**src/rtl/tes_defines.svh**
```systemverilog
// Register offsets, field positions, reset values and timing constants of the exposure sequencer
`ifndef TES_DEFINES_SVH
`define TES_DEFINES_SVH

`define TES_CLK_HZ 25000000
`define TES_LINE_NS 31777
`define TES_LINE_CYC ((`TES_LINE_NS * (`TES_CLK_HZ / 1000000)) / 1000)
`define TES_RESET_DLY_NS 1500
`define TES_RESET_DLY_CYC ((`TES_RESET_DLY_NS * (`TES_CLK_HZ / 1000000) + 999) / 1000)
`define TES_FRAME_LINES 525
`define TES_PROG_MIN 2
`define TES_PROG_OFF 524
`define TES_PARTIAL_MARGIN 2
`define TES_READ_LINES 525

`define TES_ADDR_CTRL 12'h000
`define TES_ADDR_SHUT 12'h004
`define TES_ADDR_STAT 12'h008
`define TES_ADDR_FRAME 12'h00c

`define TES_CTRL_MODE_A 0
`define TES_CTRL_MODE_B 1
`define TES_CTRL_SER 2
`define TES_CTRL_SMODE_LO 3
`define TES_CTRL_SMODE_HI 4
`define TES_CTRL_BIN 5
`define TES_CTRL_PART 6
`define TES_CTRL_POL 7
`define TES_CTRL_RESET 8'h00

`define TES_SHUT_STEP_LO 0
`define TES_SHUT_STEP_HI 3
`define TES_SHUT_PROG_LO 4
`define TES_SHUT_PROG_HI 13
`define TES_SHUT_RESET 14'h0000
`define TES_FRAME_RESET 10'h20d

`endif

```
**src/rtl/tes_pkg.sv**
```systemverilog
// Types shared by the exposure sequencer files
package tes_pkg;
    typedef enum logic [1:0] {
        TES_MODE_CONT,
        TES_MODE_EDGE,
        TES_MODE_PULSE,
        TES_MODE_FDELAY
    } tes_mode_t;
    typedef enum logic [1:0] {
        TES_SHUT_LOCAL,
        TES_SHUT_STEP,
        TES_SHUT_PROG
    } tes_shut_src_t;
endpackage

```
**src/rtl/tes_line_timer.sv**
```systemverilog
// Line period timer: free-running crystal line, reset on demand, external sync override
`timescale 1ns/1ns
`include "tes_defines.svh"
module tes_line_timer #(
    parameter int LINE_CYC = `TES_LINE_CYC
) (
    // Clock and reset
    input wire logic pclk,
    input wire logic presetn,
    // Control
    input wire logic phase_reset,
    input wire logic ext_sync_rise,
    input wire logic ext_sync_present,
    // Line tick
    output logic line_tick
);
    logic [10:0] cnt_q;
    logic [10:0] cnt_d;
    logic int_wrap;

    assign int_wrap = (cnt_q == 11'(LINE_CYC - 1));
    // External sync owns the line when present, otherwise the crystal count does
    assign line_tick = ext_sync_present ? ext_sync_rise : int_wrap;
    assign cnt_d = (phase_reset || int_wrap || (ext_sync_present && ext_sync_rise)) ? 11'h000 : cnt_q + 11'h001;

    always_ff @(posedge pclk or negedge presetn) begin
        if (!presetn) begin
            cnt_q <= 11'h000;
        end else begin
            cnt_q <= cnt_d;
        end
    end
endmodule

```
**src/rtl/tes_sequencer.sv**
```systemverilog
// Trigger and exposure sequencer with APB registers, mode select and frame-valid output
// Function
// - Two selector bits choose continuous, edge preselect, pulse width or frame delay mode.
// - Line-reset: leading trigger edge resets line phase; exposure starts after the reset delay.
// - Line-reset exposure begins 1.5 us after the falling trigger edge.
// - Non-reset: exposure begins on first external line sync after the trigger.
// - Local three-bit selector gives eight fixed shutter steps.
// - Serial control gives nine steps or 2 to 524 lines, 524 meaning off.
// - Binning and partial scan never both active.
// - With binning or partial, exposure clamps to one frame time; pulse width mode is not clamped and ends on the first line after trigger rise.
// - Partial scan exposure never exceeds frame time minus two lines; pulse width mode ignores this limit.
// - One line period is 31.777 us.
// - Edge preselect reads out once the preset shutter time elapses.
// - Every triggered mode marks readout start on frame-valid.
// - Pulse width mode exposes from trigger fall to trigger rise.
// - Frame delay mode exposes preset time, readout waits for trigger rise.
// - Frame-valid polarity is selectable.
// - Default frame-valid is active high, one line long.
// - Without external line sync the internal crystal line timing is used.
//
// Our own choices: the register addresses and the APB slave port.
`timescale 1ns/1ns
`include "tes_defines.svh"
module tes_sequencer #(
    parameter int LINE_CYC = `TES_LINE_CYC,
    parameter int RESET_DLY_CYC = `TES_RESET_DLY_CYC,
    parameter int FRAME_LINES = `TES_FRAME_LINES,
    parameter int SYNC_LOSS_LINES = 4
) (
    // Clock and reset
    input wire logic pclk,
    input wire logic presetn,
    // APB slave
    input wire logic psel,
    input wire logic penable,
    input wire logic pwrite,
    input wire logic [11:0] paddr,
    input wire logic [31:0] pwdata,
    output logic [31:0] prdata,
    output logic pready,
    output logic pslverr,
    // Local selector pins
    input wire logic mode_select_bit_a,
    input wire logic mode_select_bit_b,
    input wire logic [2:0] shutter_select,
    input wire logic frame_valid_polarity_select,
    // Trigger and line sync inputs, active low trigger
    input wire logic trigger_n,
    input wire logic line_sync,
    input wire logic line_reset_sel,
    // Sensor control and frame grabber outputs
    output logic exposing,
    output logic readout_start,
    output logic frame_valid
);
    ////////////////////////////////////////////////////////////////////////////////
    // Synchronisers and edge detection
    logic [1:0] trig_s_q;
    logic [1:0] lsync_s_q;
    logic trig_q;
    logic lsync_q;
    logic [1:0] sw_s_q [5];
    logic [4:0] sw_raw;
    logic [4:0] sw_q;
    logic trig_fall;
    logic lsync_rise;

    assign sw_raw = {frame_valid_polarity_select, line_reset_sel, mode_select_bit_b, mode_select_bit_a,
                     shutter_select[2]};

    always_ff @(posedge pclk or negedge presetn) begin
        if (!presetn) begin
            trig_s_q <= 2'h3;
            lsync_s_q <= 2'h0;
            trig_q <= 1'b1;
            lsync_q <= 1'b0;
        end else begin
            trig_s_q <= {trig_s_q[0], trigger_n};
            lsync_s_q <= {lsync_s_q[0], line_sync};
            trig_q <= trig_s_q[1];
            lsync_q <= lsync_s_q[1];
        end
    end

    genvar gi;
    generate
        for (gi = 0; gi < 5; gi++) begin : g_sw_sync
            always_ff @(posedge pclk or negedge presetn) begin
                if (!presetn) begin
                    sw_s_q[gi] <= 2'h0;
                end else begin
                    sw_s_q[gi] <= {sw_s_q[gi][0], sw_raw[gi]};
                end
            end
            assign sw_q[gi] = sw_s_q[gi][1];
        end
    endgenerate

    logic [1:0] shl_s_q [2];
    logic [1:0] shut_local;
    generate
        for (gi = 0; gi < 2; gi++) begin : g_shut_sync
            always_ff @(posedge pclk or negedge presetn) begin
                if (!presetn) begin
                    shl_s_q[gi] <= 2'h0;
                end else begin
                    shl_s_q[gi] <= {shl_s_q[gi][0], shutter_select[gi]};
                end
            end
            assign shut_local[gi] = shl_s_q[gi][1];
        end
    endgenerate

    assign trig_fall = trig_q && !trig_s_q[1];
    assign lsync_rise = !lsync_q && lsync_s_q[1];

    ////////////////////////////////////////////////////////////////////////////////
    // APB registers
    logic [7:0] ctrl_q;
    logic [13:0] shut_q;
    logic [9:0] frame_q;
    logic wr_en;
    logic rd_en;
    logic addr_ok;
    logic [31:0] status_word;

    assign wr_en = psel && penable && pwrite;
    assign rd_en = psel && !penable && !pwrite; // Load in setup so read data stands through the access phase
    assign pready = 1'b1;
    assign addr_ok = (paddr == `TES_ADDR_CTRL) || (paddr == `TES_ADDR_SHUT) ||
                     (paddr == `TES_ADDR_STAT) || (paddr == `TES_ADDR_FRAME);
    assign pslverr = psel && penable && !addr_ok;

    always_ff @(posedge pclk or negedge presetn) begin
        if (!presetn) begin
            ctrl_q <= `TES_CTRL_RESET;
            shut_q <= `TES_SHUT_RESET;
            frame_q <= `TES_FRAME_RESET;
        end else if (wr_en) begin
            if (paddr == `TES_ADDR_CTRL) begin
                ctrl_q <= pwdata[7:0];
            end
            if (paddr == `TES_ADDR_SHUT) begin
                shut_q <= pwdata[13:0];
            end
            if (paddr == `TES_ADDR_FRAME) begin
                frame_q <= pwdata[9:0];
            end
        end
    end

    always_ff @(posedge pclk or negedge presetn) begin
        if (!presetn) begin
            prdata <= 32'h0000_0000;
        end else if (rd_en) begin
            case (paddr)
                `TES_ADDR_CTRL: prdata <= {24'h000000, ctrl_q};
                `TES_ADDR_SHUT: prdata <= {18'h00000, shut_q};
                `TES_ADDR_STAT: prdata <= status_word;
                `TES_ADDR_FRAME: prdata <= {22'h000000, frame_q};
                default: prdata <= 32'h0000_0000;
            endcase
        end
    end

    ////////////////////////////////////////////////////////////////////////////////
    // Mode and shutter selection
    tes_pkg::tes_mode_t mode;
    logic ser;
    logic bin_en;
    logic part_en;
    logic [9:0] exp_sel;
    logic [9:0] exp_lim;
    logic [9:0] exp_lines;
    logic [9:0] prog_lines;

    // Fixed step table in lines; step 0 is off (full frame)
    function automatic logic [9:0] step_lines(input logic [3:0] idx);
        case (idx)
            4'h0: step_lines = 10'(`TES_PROG_OFF);
            4'h1: step_lines = 10'h0fc;
            4'h2: step_lines = 10'h07e;
            4'h3: step_lines = 10'h03f;
            4'h4: step_lines = 10'h01f;
            4'h5: step_lines = 10'h010;
            4'h6: step_lines = 10'h008;
            4'h7: step_lines = 10'h004;
            4'h8: step_lines = 10'h002;
            default: step_lines = 10'(`TES_PROG_MIN);
        endcase
    endfunction

    assign ser = ctrl_q[`TES_CTRL_SER];
    // Local pins or serial control pick the mode
    assign mode = ser ? tes_pkg::tes_mode_t'(ctrl_q[`TES_CTRL_MODE_B:`TES_CTRL_MODE_A])
                      : tes_pkg::tes_mode_t'({sw_q[2], sw_q[1]});
    // Partial wins if software asks for both; the sensor cannot do both
    assign part_en = ctrl_q[`TES_CTRL_PART];
    assign bin_en = ctrl_q[`TES_CTRL_BIN] && !part_en;
    assign prog_lines = shut_q[`TES_SHUT_PROG_HI:`TES_SHUT_PROG_LO];
    // Local steps skip the off step, giving eight serial adds off and programmed lines
    assign exp_sel = !ser ? step_lines({1'b0, sw_q[0], shut_local} + 4'h1) :
                     (ctrl_q[`TES_CTRL_SMODE_HI:`TES_CTRL_SMODE_LO] == 2'(tes_pkg::TES_SHUT_PROG)) ?
                     ((prog_lines < 10'(`TES_PROG_MIN)) ? 10'(`TES_PROG_MIN) :
                      (prog_lines > 10'(`TES_PROG_OFF)) ? 10'(`TES_PROG_OFF) : prog_lines) :
                     step_lines(shut_q[`TES_SHUT_STEP_HI:`TES_SHUT_STEP_LO]);
    assign exp_lim = part_en ? frame_q - 10'(`TES_PARTIAL_MARGIN) :
                     bin_en ? frame_q : 10'(`TES_PROG_OFF);
    assign exp_lines = (exp_sel > exp_lim) ? exp_lim : exp_sel;

    ////////////////////////////////////////////////////////////////////////////////
    // Line timing
    logic line_tick;
    logic phase_reset;
    logic [2:0] loss_q;
    logic ext_present;
    logic [10:0] gap_q;

    // External sync counts as present while edges keep coming
    always_ff @(posedge pclk or negedge presetn) begin
        if (!presetn) begin
            gap_q <= 11'h000;
            loss_q <= 3'h0;
        end else if (lsync_rise) begin
            gap_q <= 11'h000;
            loss_q <= 3'(SYNC_LOSS_LINES);
        end else if (gap_q == 11'(LINE_CYC - 1)) begin
            gap_q <= 11'h000;
            loss_q <= (loss_q == 3'h0) ? 3'h0 : loss_q - 3'h1;
        end else begin
            gap_q <= gap_q + 11'h001;
        end
    end
    assign ext_present = (loss_q != 3'h0);
    tes_line_timer #(
        .LINE_CYC(LINE_CYC)
    ) u_line (
        .pclk(pclk),
        .presetn(presetn),
        .phase_reset(phase_reset),
        .ext_sync_rise(lsync_rise),
        .ext_sync_present(ext_present),
        .line_tick(line_tick)
    );

    ////////////////////////////////////////////////////////////////////////////////
    // Sequencer
    typedef enum logic [2:0] {
        TES_ST_IDLE,
        TES_ST_DELAY,
        TES_ST_WAIT_LINE,
        TES_ST_EXPOSE,
        TES_ST_HOLD,
        TES_ST_READ
    } tes_state_t;
    tes_state_t st_q;
    tes_state_t st_d;
    logic [9:0] lcnt_q;
    logic [9:0] lcnt_d;
    logic [5:0] dcnt_q;
    logic hreset;
    logic triggered;
    logic exp_done;
    logic start_read;
    logic fv_q;

    // Line reset is chosen by pin routing; without external sync it is forced
    assign hreset = sw_q[3] || !ext_present;
    assign triggered = (mode != tes_pkg::TES_MODE_CONT);
    assign exp_done = line_tick && (lcnt_q + 10'h001 >= exp_lines);
    assign phase_reset = (st_q == TES_ST_IDLE) && triggered && trig_fall && hreset;
    assign start_read = (st_d == TES_ST_READ) && (st_q != TES_ST_READ);

    always_comb begin
        st_d = st_q;
        lcnt_d = lcnt_q;
        case (st_q)
            TES_ST_IDLE: begin
                lcnt_d = 10'h000;
                if (!triggered) begin
                    st_d = TES_ST_EXPOSE;
                end else if (trig_fall) begin
                    st_d = hreset ? TES_ST_DELAY : TES_ST_WAIT_LINE;
                end
            end
            TES_ST_DELAY: begin
                if (dcnt_q == 6'(RESET_DLY_CYC - 1)) begin
                    st_d = TES_ST_EXPOSE;
                end
            end
            TES_ST_WAIT_LINE: begin
                if (line_tick) begin
                    st_d = TES_ST_EXPOSE;
                end
            end
            TES_ST_EXPOSE: begin
                if (line_tick) begin
                    lcnt_d = lcnt_q + 10'h001;
                end
                if (mode == tes_pkg::TES_MODE_PULSE) begin
                    if (trig_s_q[1] && line_tick) begin // End on the first line after the rise
                        st_d = TES_ST_READ;
                    end
                end else if (exp_done) begin
                    st_d = (mode == tes_pkg::TES_MODE_FDELAY && !trig_s_q[1]) ? TES_ST_HOLD : TES_ST_READ;
                end
            end
            TES_ST_HOLD: begin
                if (trig_s_q[1] && line_tick) begin // Line aligned so frame-valid spans a full line
                    st_d = TES_ST_READ;
                end
            end
            TES_ST_READ: begin
                if (line_tick) begin
                    lcnt_d = lcnt_q + 10'h001;
                end
                if (line_tick && lcnt_q + 10'h001 >= 10'(FRAME_LINES)) begin
                    st_d = TES_ST_IDLE;
                end
            end
            default: st_d = TES_ST_IDLE;
        endcase
        if (st_d == TES_ST_READ && st_q != TES_ST_READ) begin
            lcnt_d = 10'h000;
        end
    end

    always_ff @(posedge pclk or negedge presetn) begin
        if (!presetn) begin
            st_q <= TES_ST_IDLE;
            lcnt_q <= 10'h000;
            dcnt_q <= 6'h00;
        end else begin
            st_q <= st_d;
            lcnt_q <= lcnt_d;
            dcnt_q <= (st_q == TES_ST_DELAY) ? dcnt_q + 6'h01 : 6'h00;
        end
    end

    // Frame valid spans the first readout line; polarity by pin or register
    always_ff @(posedge pclk or negedge presetn) begin
        if (!presetn) begin
            fv_q <= 1'b0;
        end else if (start_read) begin
            fv_q <= 1'b1;
        end else if (line_tick) begin
            fv_q <= 1'b0;
        end
    end

    always_ff @(posedge pclk or negedge presetn) begin
        if (!presetn) begin
            frame_valid <= 1'b0;
            exposing <= 1'b0;
            readout_start <= 1'b0;
        end else begin
            frame_valid <= fv_q ^ (sw_q[4] ^ ctrl_q[`TES_CTRL_POL]);
            exposing <= (st_d == TES_ST_EXPOSE);
            readout_start <= start_read;
        end
    end

    assign status_word = {16'h0000, lcnt_q, 1'b0, fv_q, ext_present, 3'(st_q)};
endmodule

```
**config.mk**
```make
export PLATFORM = sky130hd
export DESIGN_NAME = tes_sequencer
export DESIGN_NICKNAME = d
export VERILOG_FILES = /design/src/rtl/tes_pkg.sv /design/src/rtl/tes_line_timer.sv /design/src/rtl/tes_sequencer.sv
export VERILOG_INCLUDE_DIRS = /design/src /design/src/rtl
export SDC_FILE = /design/constraint.sdc
export NUM_CORES = 1
export LEC_CHECK = 0
export BUFFER_PORTS_ARGS = -buffer_cell sky130_fd_sc_hd__buf_2
export CAP_MARGIN = 20
export CORE_ASPECT_RATIO = 1.5
export CORE_MARGIN = 2
export CORE_UTILIZATION = 35
export CTS_CLUSTER_DIAMETER = 80
export CTS_CLUSTER_SIZE = 40
export DETAILED_ROUTE_END_ITERATION = 10
export REMOVE_ABC_BUFFERS = 1
export SLEW_MARGIN = 20
export SYNTH_ARGS = -nofsm -noshare
export SYNTH_HDL_FRONTEND = slang
export SYNTH_SLANG_ARGS = --single-unit
```
**constraint.sdc**
```tcl
create_clock -name pclk -period 5.2 [get_ports pclk]
set_input_delay 0.78 -clock pclk [delete_from_list [all_inputs] [get_ports pclk]]
set_output_delay 0.78 -clock pclk [all_outputs]
set_load 0.1 [all_outputs]
```
==> flow_summary_export.csv, run 1 <==
group,metric,value,unit
clocking,numCtsBuffers,17,
floorplan,die_w,117,um
yosys,synthCells,686,
final_layout,post_layout_nonfiller_instances,1022,
final_layout,layout_common_cells,"dfrtp_1 (109), nand2_1 (58), buf_2 (58)",
worst_setup_path,critPathArrivalTime,5.30,ns
yosys,synth_cell_types,59,
worst_setup_path,required,5.53,ns
power,netSwitchingPower,848,uW
drt,drc,0,
flow_run,cap_violations,0,
worst_setup_path,endpoint_kind,"register",
final_layout,fin_area,0.00799,mm^2
clocking,tritoncts,"built",
drt,via_per_inst,5.06,
power,irDropWorstVdd,0.253,mV
clocking,cts-root-buf,"clkbuf_16",
sta,rsz0062_at_grt,"false",
final_layout,diodes,0,
worst_setup_path,crit_fanout,7,
yosys,yosys_warnings,0,
clocking,post_cts_buffers,0,
floorplan,die_h,174,um
sta,max_freq,0.201,GHz
placed_design,place_area,0.00734,mm^2
grt,grt_pass1_wl,26.4,mm
final_layout,drive_gt1_share,22.2,%
placed_design,routabilityCongestion,0.884,
floorplan,placementRows,62,
power,p_leak,0.00367,uW
floorplan,start_util,35.5,%
drt,wl,16.0,mm
sta,fin_skew,0.00555,ns
run_status,run_status,"finished clean",
sta,maxSlewHeadroom,41.4,%
power,internal_power,1960,uW
yosys,synthTopCellsByArea,"dfrtp_1 (40%), ha_1 (7.4%), mux2_2 (5.2%)",
power,p_per_area,351,mW/mm^2
worst_setup_path,critPathLaunchType,"register",
power,switching_share,30.2,%
sta,hold_violations,0,
placed_design,dp_cells,990,
placed_design,hpwl,11.8,mm
floorplan,core_area,0.0190,mm^2
clocking,htree_levels,4,
power,total_power,2800,uW
final_layout,nets,851,
power,seq_power_share,37.9,%
drt,dr.pass1.iters,4,
drt,vias,5173,
sta,maxSlewViolCount,0,
final_layout,area_growth,18.4,%
power,clockPowerShare,42.9,%
yosys,synth.top_cell.area_share,40.5,%
clocking,clock_path_buffers,2,
grt,overflow,0,
clocking,clk_pin_slew,0.06,ns
drt,ant_nets,0,
final_layout,final_util,42.0,%
yosys,ys_async_sr_fraction,100,%
sta,fin_crit,4.97,ns
power,p_comb_share,19.2,%
grt,grt_max_degree,80,
floorplan,ios,95,
floorplan,dieArea,0.0204,mm^2
drt,routedWlPerCell,15.6,um
sta,post-route-period-util,95.5,%
placed_design,port-buffer-count,59,
grt,grt_pass1_vias,5185,
worst_setup_path,crit_type,"reg2reg",
yosys,synth_area_per_cell,9.83,um^2
yosys,ys_seq_area_share,43.2,%
hold_path,hp-class,"reg2reg",
grt,grtUsageTotal,16.4,%
sta,worst_pin_slew,0.876,ns
sta,setup_viol,0,
yosys,synth_top_cell_by_area,"dfrtp_1",
drt,drtIter0Drc,263,
yosys,yosys_most_used_dff,"dfrtp_1",
clocking,cts.sinks,116,
yosys,synth_edf_count,0,
clocking,insertion_delay,0.42,ns
yosys,ys_ff_latch,116,
grt,antenna_found_initial,0,
final_layout,final_common_cell,"dfrtp_1",
yosys,synth.cell_area,0.00674,mm^2
## kinds of logic (layout without fill, tap and decap cells)
logic type / count (synthesis) / after routing / share of synthesized area, %
flops: 116 / 116 / 43.2
compound gates: 134 / 134 / 13.3
buf+inv: 83 / 148 / 5.64
fa+ha+maj: 40 / 40 / 7.42
xor+xnor: 36 / 36 / 4.68
simple gates: 230 / 230 / 17.1
mux: 45 / 45 / 8.56
other cells: 2 / 17 / 0.111
## repair_timing
action	4_1_cts	5_1_grt
gates resized for setup	3	7
pin swaps	0	0
endpoints found under the setup margin	2	16
hold buffers	0	0
## layer usage
layer	share of wire [%]	vias to the layer above	global-route usage (%)
li1	-	2545	-
met3	3.2	21	3.44
met5	0	-	0
met4	2.3	0	7.23
met2	53	99	29.3
met1	42	2508	18.7
## synth_stat cells (all sizes together) (5+ instances only)
library cell    n
mux2           31
nor3           14
mux2i           7
inv            35
o31ai          12
o211ai          6
a21oi          33
nand2b          6
nor3b           6
o21ai          35
nand2          59
nand3          32
a22oi           9
mux4            7
dfstp           7
buf            22
xnor2          23
xor2           13
a22o            5
clkbuf         26
a211oi          7
or2             5
ha             40
and3            5
nor2b           8
nor2           52
and2            5
nand4          14
dfrtp         109
## critical path: stages (launching register included)
cell,delay (ns)
dfrtp_1,0.39
or4_4,0.58
o31ai_4,0.27
a21oi_1,0.11
o21ai_1,0.16
o21ai_1,0.13
ha_1,0.33
a21o_1,0.18
a21o_1,0.18
a21oi_1,0.16
o211ai_1,0.11
and2_2,0.23
o21ai_0,0.16
ha_1,0.26
a211oi_1,0.26
nor2_1,0.07
or3_1,0.41
o31ai_2,0.29
o22ai_1,0.15
buf_4,0.19
a221oi_2,0.25
## final timing paths
kind,start,slack [ns],depth (start not counted),to
setup / recovery,shut_q[10]$_DFFE_PN0P_,0.23,20,lcnt_q[2]$_DFFE_PN0P_
hold / removal,sw_s_q[2]$_DFF_PN0_,0.35,0,sw_q[3]$_DFF_PN0_
setup reg to reg,shut_q[10]$_DFFE_PN0P_,0.23,20,lcnt_q[2]$_DFFE_PN0P_
hold reg to reg,sw_s_q[2]$_DFF_PN0_,0.35,0,sw_q[3]$_DFF_PN0_
max in group asynchronous,presetn,3.83,2,frame_q[9]$_DFFE_PN1P_
min in group asynchronous,presetn,0.39,1,prdata[3]$_DFFE_PN0P_
## registers in the layout, indices dropped and copies added, names as in the netlist, 2 cells and up
signal / flops
shl_s_q: 4
prdata: 16
dcnt_q: 6
lcnt_q: 10
shut_q: 14
ctrl_q: 8
st_q: 3
frame_q: 10
sw_q: 5
sw_s_q: 5
gap_q: 11
u_line.cnt_q: 11
loss_q: 3
trig_s_q: 2
lsync_s_q: 2
## area by class of cell
class | instances | area [um^2]
Fill cell | 1845 | 11000
Inverter | 35 | 131
Multi-Input combinational cell | 502 | 3540
Timing Repair Buffer | 81 | 479
Tap cell | 256 | 320
Clock inverter | 12 | 163
Clock buffer | 20 | 437
Sequential cell | 116 | 2910
## through the flow
step / hold WS [ns] / TNS, ns / worst slack (ns)
floorplan: 0.331 / 0 / 0.158
detailed placement: 0.335 / -0.0597 / -0.0410
CTS: 0.347 / 0 / 0.0669
finish: 0.346 / 0 / 0.232
global route: 0.355 / 0 / 0.00593
global placement: 0.334 / -0.00381 / -0.00381
## power by group through the flow
stage | sequential [uW] | combinational, uW | clock [uW]
2_1_floorplan | 1090 | 335 | 0
3_3_place_gp | 1080 | 533 | 0
3_5_place_dp | 1080 | 540 | 0
4_1_cts | 1070 | 542 | 1220
5_1_grt | 1070 | 596 | 1260
6_report | 1060 | 538 | 1200
(Power assumes the default switching activity.)
==> run 2, diff against run 1 <==
Settings changed: SYNTH_HIERARCHICAL set to 1.
==> run 2 against run 1 <==
  * Sequential power about the same
  * Design area down 0.77%
  * Via count down 0.68%
  * Wire length up 4.0%
  * Worst hold slack worse by 0.16 ns
  * Final cell count down 0.98%
  * Largest cell class unchanged
  * Largest power group unchanged
  * Highest routed layer unchanged
==> flow_summary_export.csv, run 2 <==
group,metric,value,unit
run_status,run_status,"finished clean",
yosys,synth.top_cell.area_share,40.3,%
clocking,post_cts_buffers,0,
drt,routedWlPerCell,16.4,um
power,p_comb_share,17.2,%
final_layout,nets,839,
sta,fin_ws,0.316,ns
floorplan,start_util,35.5,%
clocking,cts.sinks,116,
hold_path,hp-class,"in2async",
power,netSwitchingPower,816,uW
drt,vias,5138,
sta,setup_viol,0,
final_layout,layout_common_cells,"dfrtp_1 (109), nand2_1 (70), buf_2 (58)",
power,p_per_area,341,mW/mm^2
worst_setup_path,cpPeakStageDelay,0.53,ns
clocking,insertion_delay,0.43,ns
placed_design,port-buffer-count,59,
drt,dr.pass1.iters,4,
grt,grt_pass1_vias,5114,
sta,maxSlewHeadroom,37.8,%
yosys,synthTopCellsByArea,"dfrtp_1 (40%), ha_1 (7.0%), mux2_2 (5.2%)",
sta,post-route-period-util,93.9,%
grt,overflow,0,
drt,drc,0,
sta,fin_skew,0.00838,ns
yosys,yosys.cell_count.top_type,"dfrtp_1",
yosys,synth_cell_types,71,
worst_setup_path,ff2ff_path_depth,18,
floorplan,placementRows,62,
sta,maxSlewViolCount,0,
sta,holdWs,0.183,ns
final_layout,top_regs,"prdata (16), shut_q (14)",
worst_setup_path,cp_top_family,"compound AO/OA/AOI/OAI gates",
final_layout,final_common_cell,"dfrtp_1",
grt,antenna_found_initial,0,
yosys,synth_top_family_by_area,"simple AND/OR/NAND/NOR gates",
drt,ant_nets,0,
floorplan,die_w,118,um
power,clockPowerShare,43.7,%
power,irDropWorstVdd,0.218,mV
clocking,cts-root-buf,"clkbuf_16",
grt,grt_max_degree,54,
yosys,synth.area.mux_share,10.2,%
worst_setup_path,worst-path-stages,18,
clocking,htree_levels,4,
drt,drtIter0Drc,282,
yosys,synth-xor-area-share,3.75,%
yosys,synth_common_cells,"dfrtp_1 (109), nand2_1 (70), nor2_1 (48)",
yosys,ys_async_sr_fraction,100,%
clocking,clk_pin_slew,0.05,ns
yosys,synth_fa_ha_area_share,7.02,%
yosys,synth_top_cell_by_area,"dfrtp_1",
worst_setup_path,cp_num_buf_inv,1,
worst_setup_path,reg2reg_from,"shut_q[13]$_DFFE_PN0P_",
yosys,ys_seq_area_share,43.0,%
power,seq_power_share,39.1,%
sta,rsz0062_at_grt,"false",
power,p_leak,0.00365,uW
worst_setup_path,critPathLaunchType,"register",
sta,worst_pin_slew,0.931,ns
worst_setup_path,crit_type,"reg2reg",
worst_setup_path,cp_cell_sequence,"or4_1, o211ai_1, nor2b_2, a221o_1, ha_1, a21o_1, a21o_1, a2111oi_2, a31oi_4, mux2_2, ha_1, nand2_1, o21ai_0, o311ai_0, or2_2, a32oi_1, buf_4, nor2_1",
yosys,synth_compound_area_share,12.5,%
yosys,synth_edf_count,0,
yosys,synth_simple_gate_area_share,17.6,%
worst_setup_path,crit_fanout,12,
clocking,numCtsBuffers,17,
floorplan,core_area,0.0191,mm^2
floorplan,ios,95,
clocking,cts_hold_buf,0,
power,internal_power,1890,uW
yosys,synth.cell_area,0.00677,mm^2
sta,max_freq,0.205,GHz
worst_setup_path,rrSetupSlack,0.32,ns
final_layout,diodes,0,
sta,fin_crit,4.88,ns
final_layout,top_register,"prdata",
grt,grt_pass1_wl,27.2,mm
yosys,synthCells,677,
grt,grtUsageTotal,16.9,%
drt,via_per_inst,5.08,
flow_run,cap_violations,0,
clocking,clock_path_buffers,2,
yosys,yosys_most_used_dff,"dfrtp_1",
placed_design,pre_cts_ws,0.0475,ns
placed_design,routabilityCongestion,0.879,
final_layout,largest_register_ffs,16,
yosys,yosys_warnings,6,
worst_setup_path,reg2reg_to,"lcnt_q[4]$_DFFE_PN0P_",
floorplan,dieArea,0.0205,mm^2
worst_setup_path,endpoint_kind,"register",
yosys,ys_ff_latch,116,
drt,wl,16.6,mm
worst_setup_path,startpoint,"shut_q[13]$_DFFE_PN0P_",
final_layout,drive_gt1_share,21.6,%
power,switching_share,30.2,%
yosys,synth_area_per_cell,10.0,um^2
sta,hold_violations,0,
worst_setup_path,required,5.51,ns
clocking,tritoncts,"built",
worst_setup_path,cp_slowest_cell,"or4_1",
worst_setup_path,critPathCapture,"lcnt_q[4]$_DFFE_PN0P_",
sta,fin_setup_tns,0,ns
worst_setup_path,critPathArrivalTime,5.20,ns
final_layout,area_growth,17.0,%
placed_design,hpwl,12.3,mm
floorplan,die_h,174,um
[run 2: cell families (layout without fill, tap and decap cells)]
kind of cell / Yosys count / after routing
AO/OA/AOI/OAI: 127 / 127
XOR/XNOR: 29 / 29
adder cells (fa/ha/maj): 38 / 38
buffers and inverters: 76 / 140
flip-flops: 116 / 116
multiplexers: 56 / 56
other: 2 / 17
AND/OR/NAND/NOR: 233 / 233
[run 2: how the worst min path moves through the flow]
| stage | from | endpoint | slack, ns | cells after the start |
|---|---|---|---|---|
| 3_3_place_gp | sw_s_q[0]$_DFF_PN0_ | sw_q[4]$_DFF_PN0_ | 0.33 | 0 |
| 4_1_cts | presetn | shut_q[10]$_DFFE_PN0P_ | 0.17 | 1 |
| 5_1_grt | presetn | shut_q[10]$_DFFE_PN0P_ | 0.19 | 1 |
| 3_5_place_dp | sw_s_q[6]$_DFF_PN0_ | sw_q[1]$_DFF_PN0_ | 0.33 | 0 |
| 2_1_floorplan | lsync_s_q[0]$_DFF_PN0_ | lsync_s_q[1]$_DFF_PN0_ | 0.33 | 0 |
| 6_report | presetn | shut_q[10]$_DFFE_PN0P_ | 0.18 | 1 |
[run 2: layer usage]
layer | track usage [%] | wire (um) | vias up
li1 | - | - | 2519
met1 | 18.8 | 6640 | 2460
met2 | 29.9 | 8530 | 125
met3 | 3.74 | 662 | 34
met4 | 9.14 | 749 | 0
met5 | 0 | 0 | -
[run 2: area by class of cell]
type                            instances  area [um^2]
Fill cell                            1885        11200
Multi-Input combinational cell        500         3550
Timing Repair Buffer                   76          438
Inverter                               32          120
Tap cell                              256          320
Sequential cell                       116         2910
Clock inverter                         10          133
Clock buffer                           22          454
[run 2: power by group through the flow]
stage / Combinational [uW] / Clock, uW / Sequential, uW
2_1_floorplan: 305 / 0 / 1090
3_3_place_gp: 463 / 0 / 1070
3_5_place_dp: 465 / 0 / 1070
4_1_cts: 469 / 1210 / 1060
5_1_grt: 518 / 1250 / 1070
6_report: 465 / 1180 / 1060
[run 2: through the flow]
step                      util [%]  cell area, um^2  cells  total power, uW
after floorplan                  -             6560    648             1390
final                         41.5             7920   1012             2700
after global placement        38.3             7310    980             1530
after global routing          41.5             7920   1012             2830
after detailed placement      38.3             7310    980             1540
after CTS                     41.4             7900   1012             2730
[run 2: timing repair]
action | in CTS | in global routing
hold endpoints to repair | 0 | 0
resized for setup | 0 | 5
setup endpoints to repair | 0 | 16
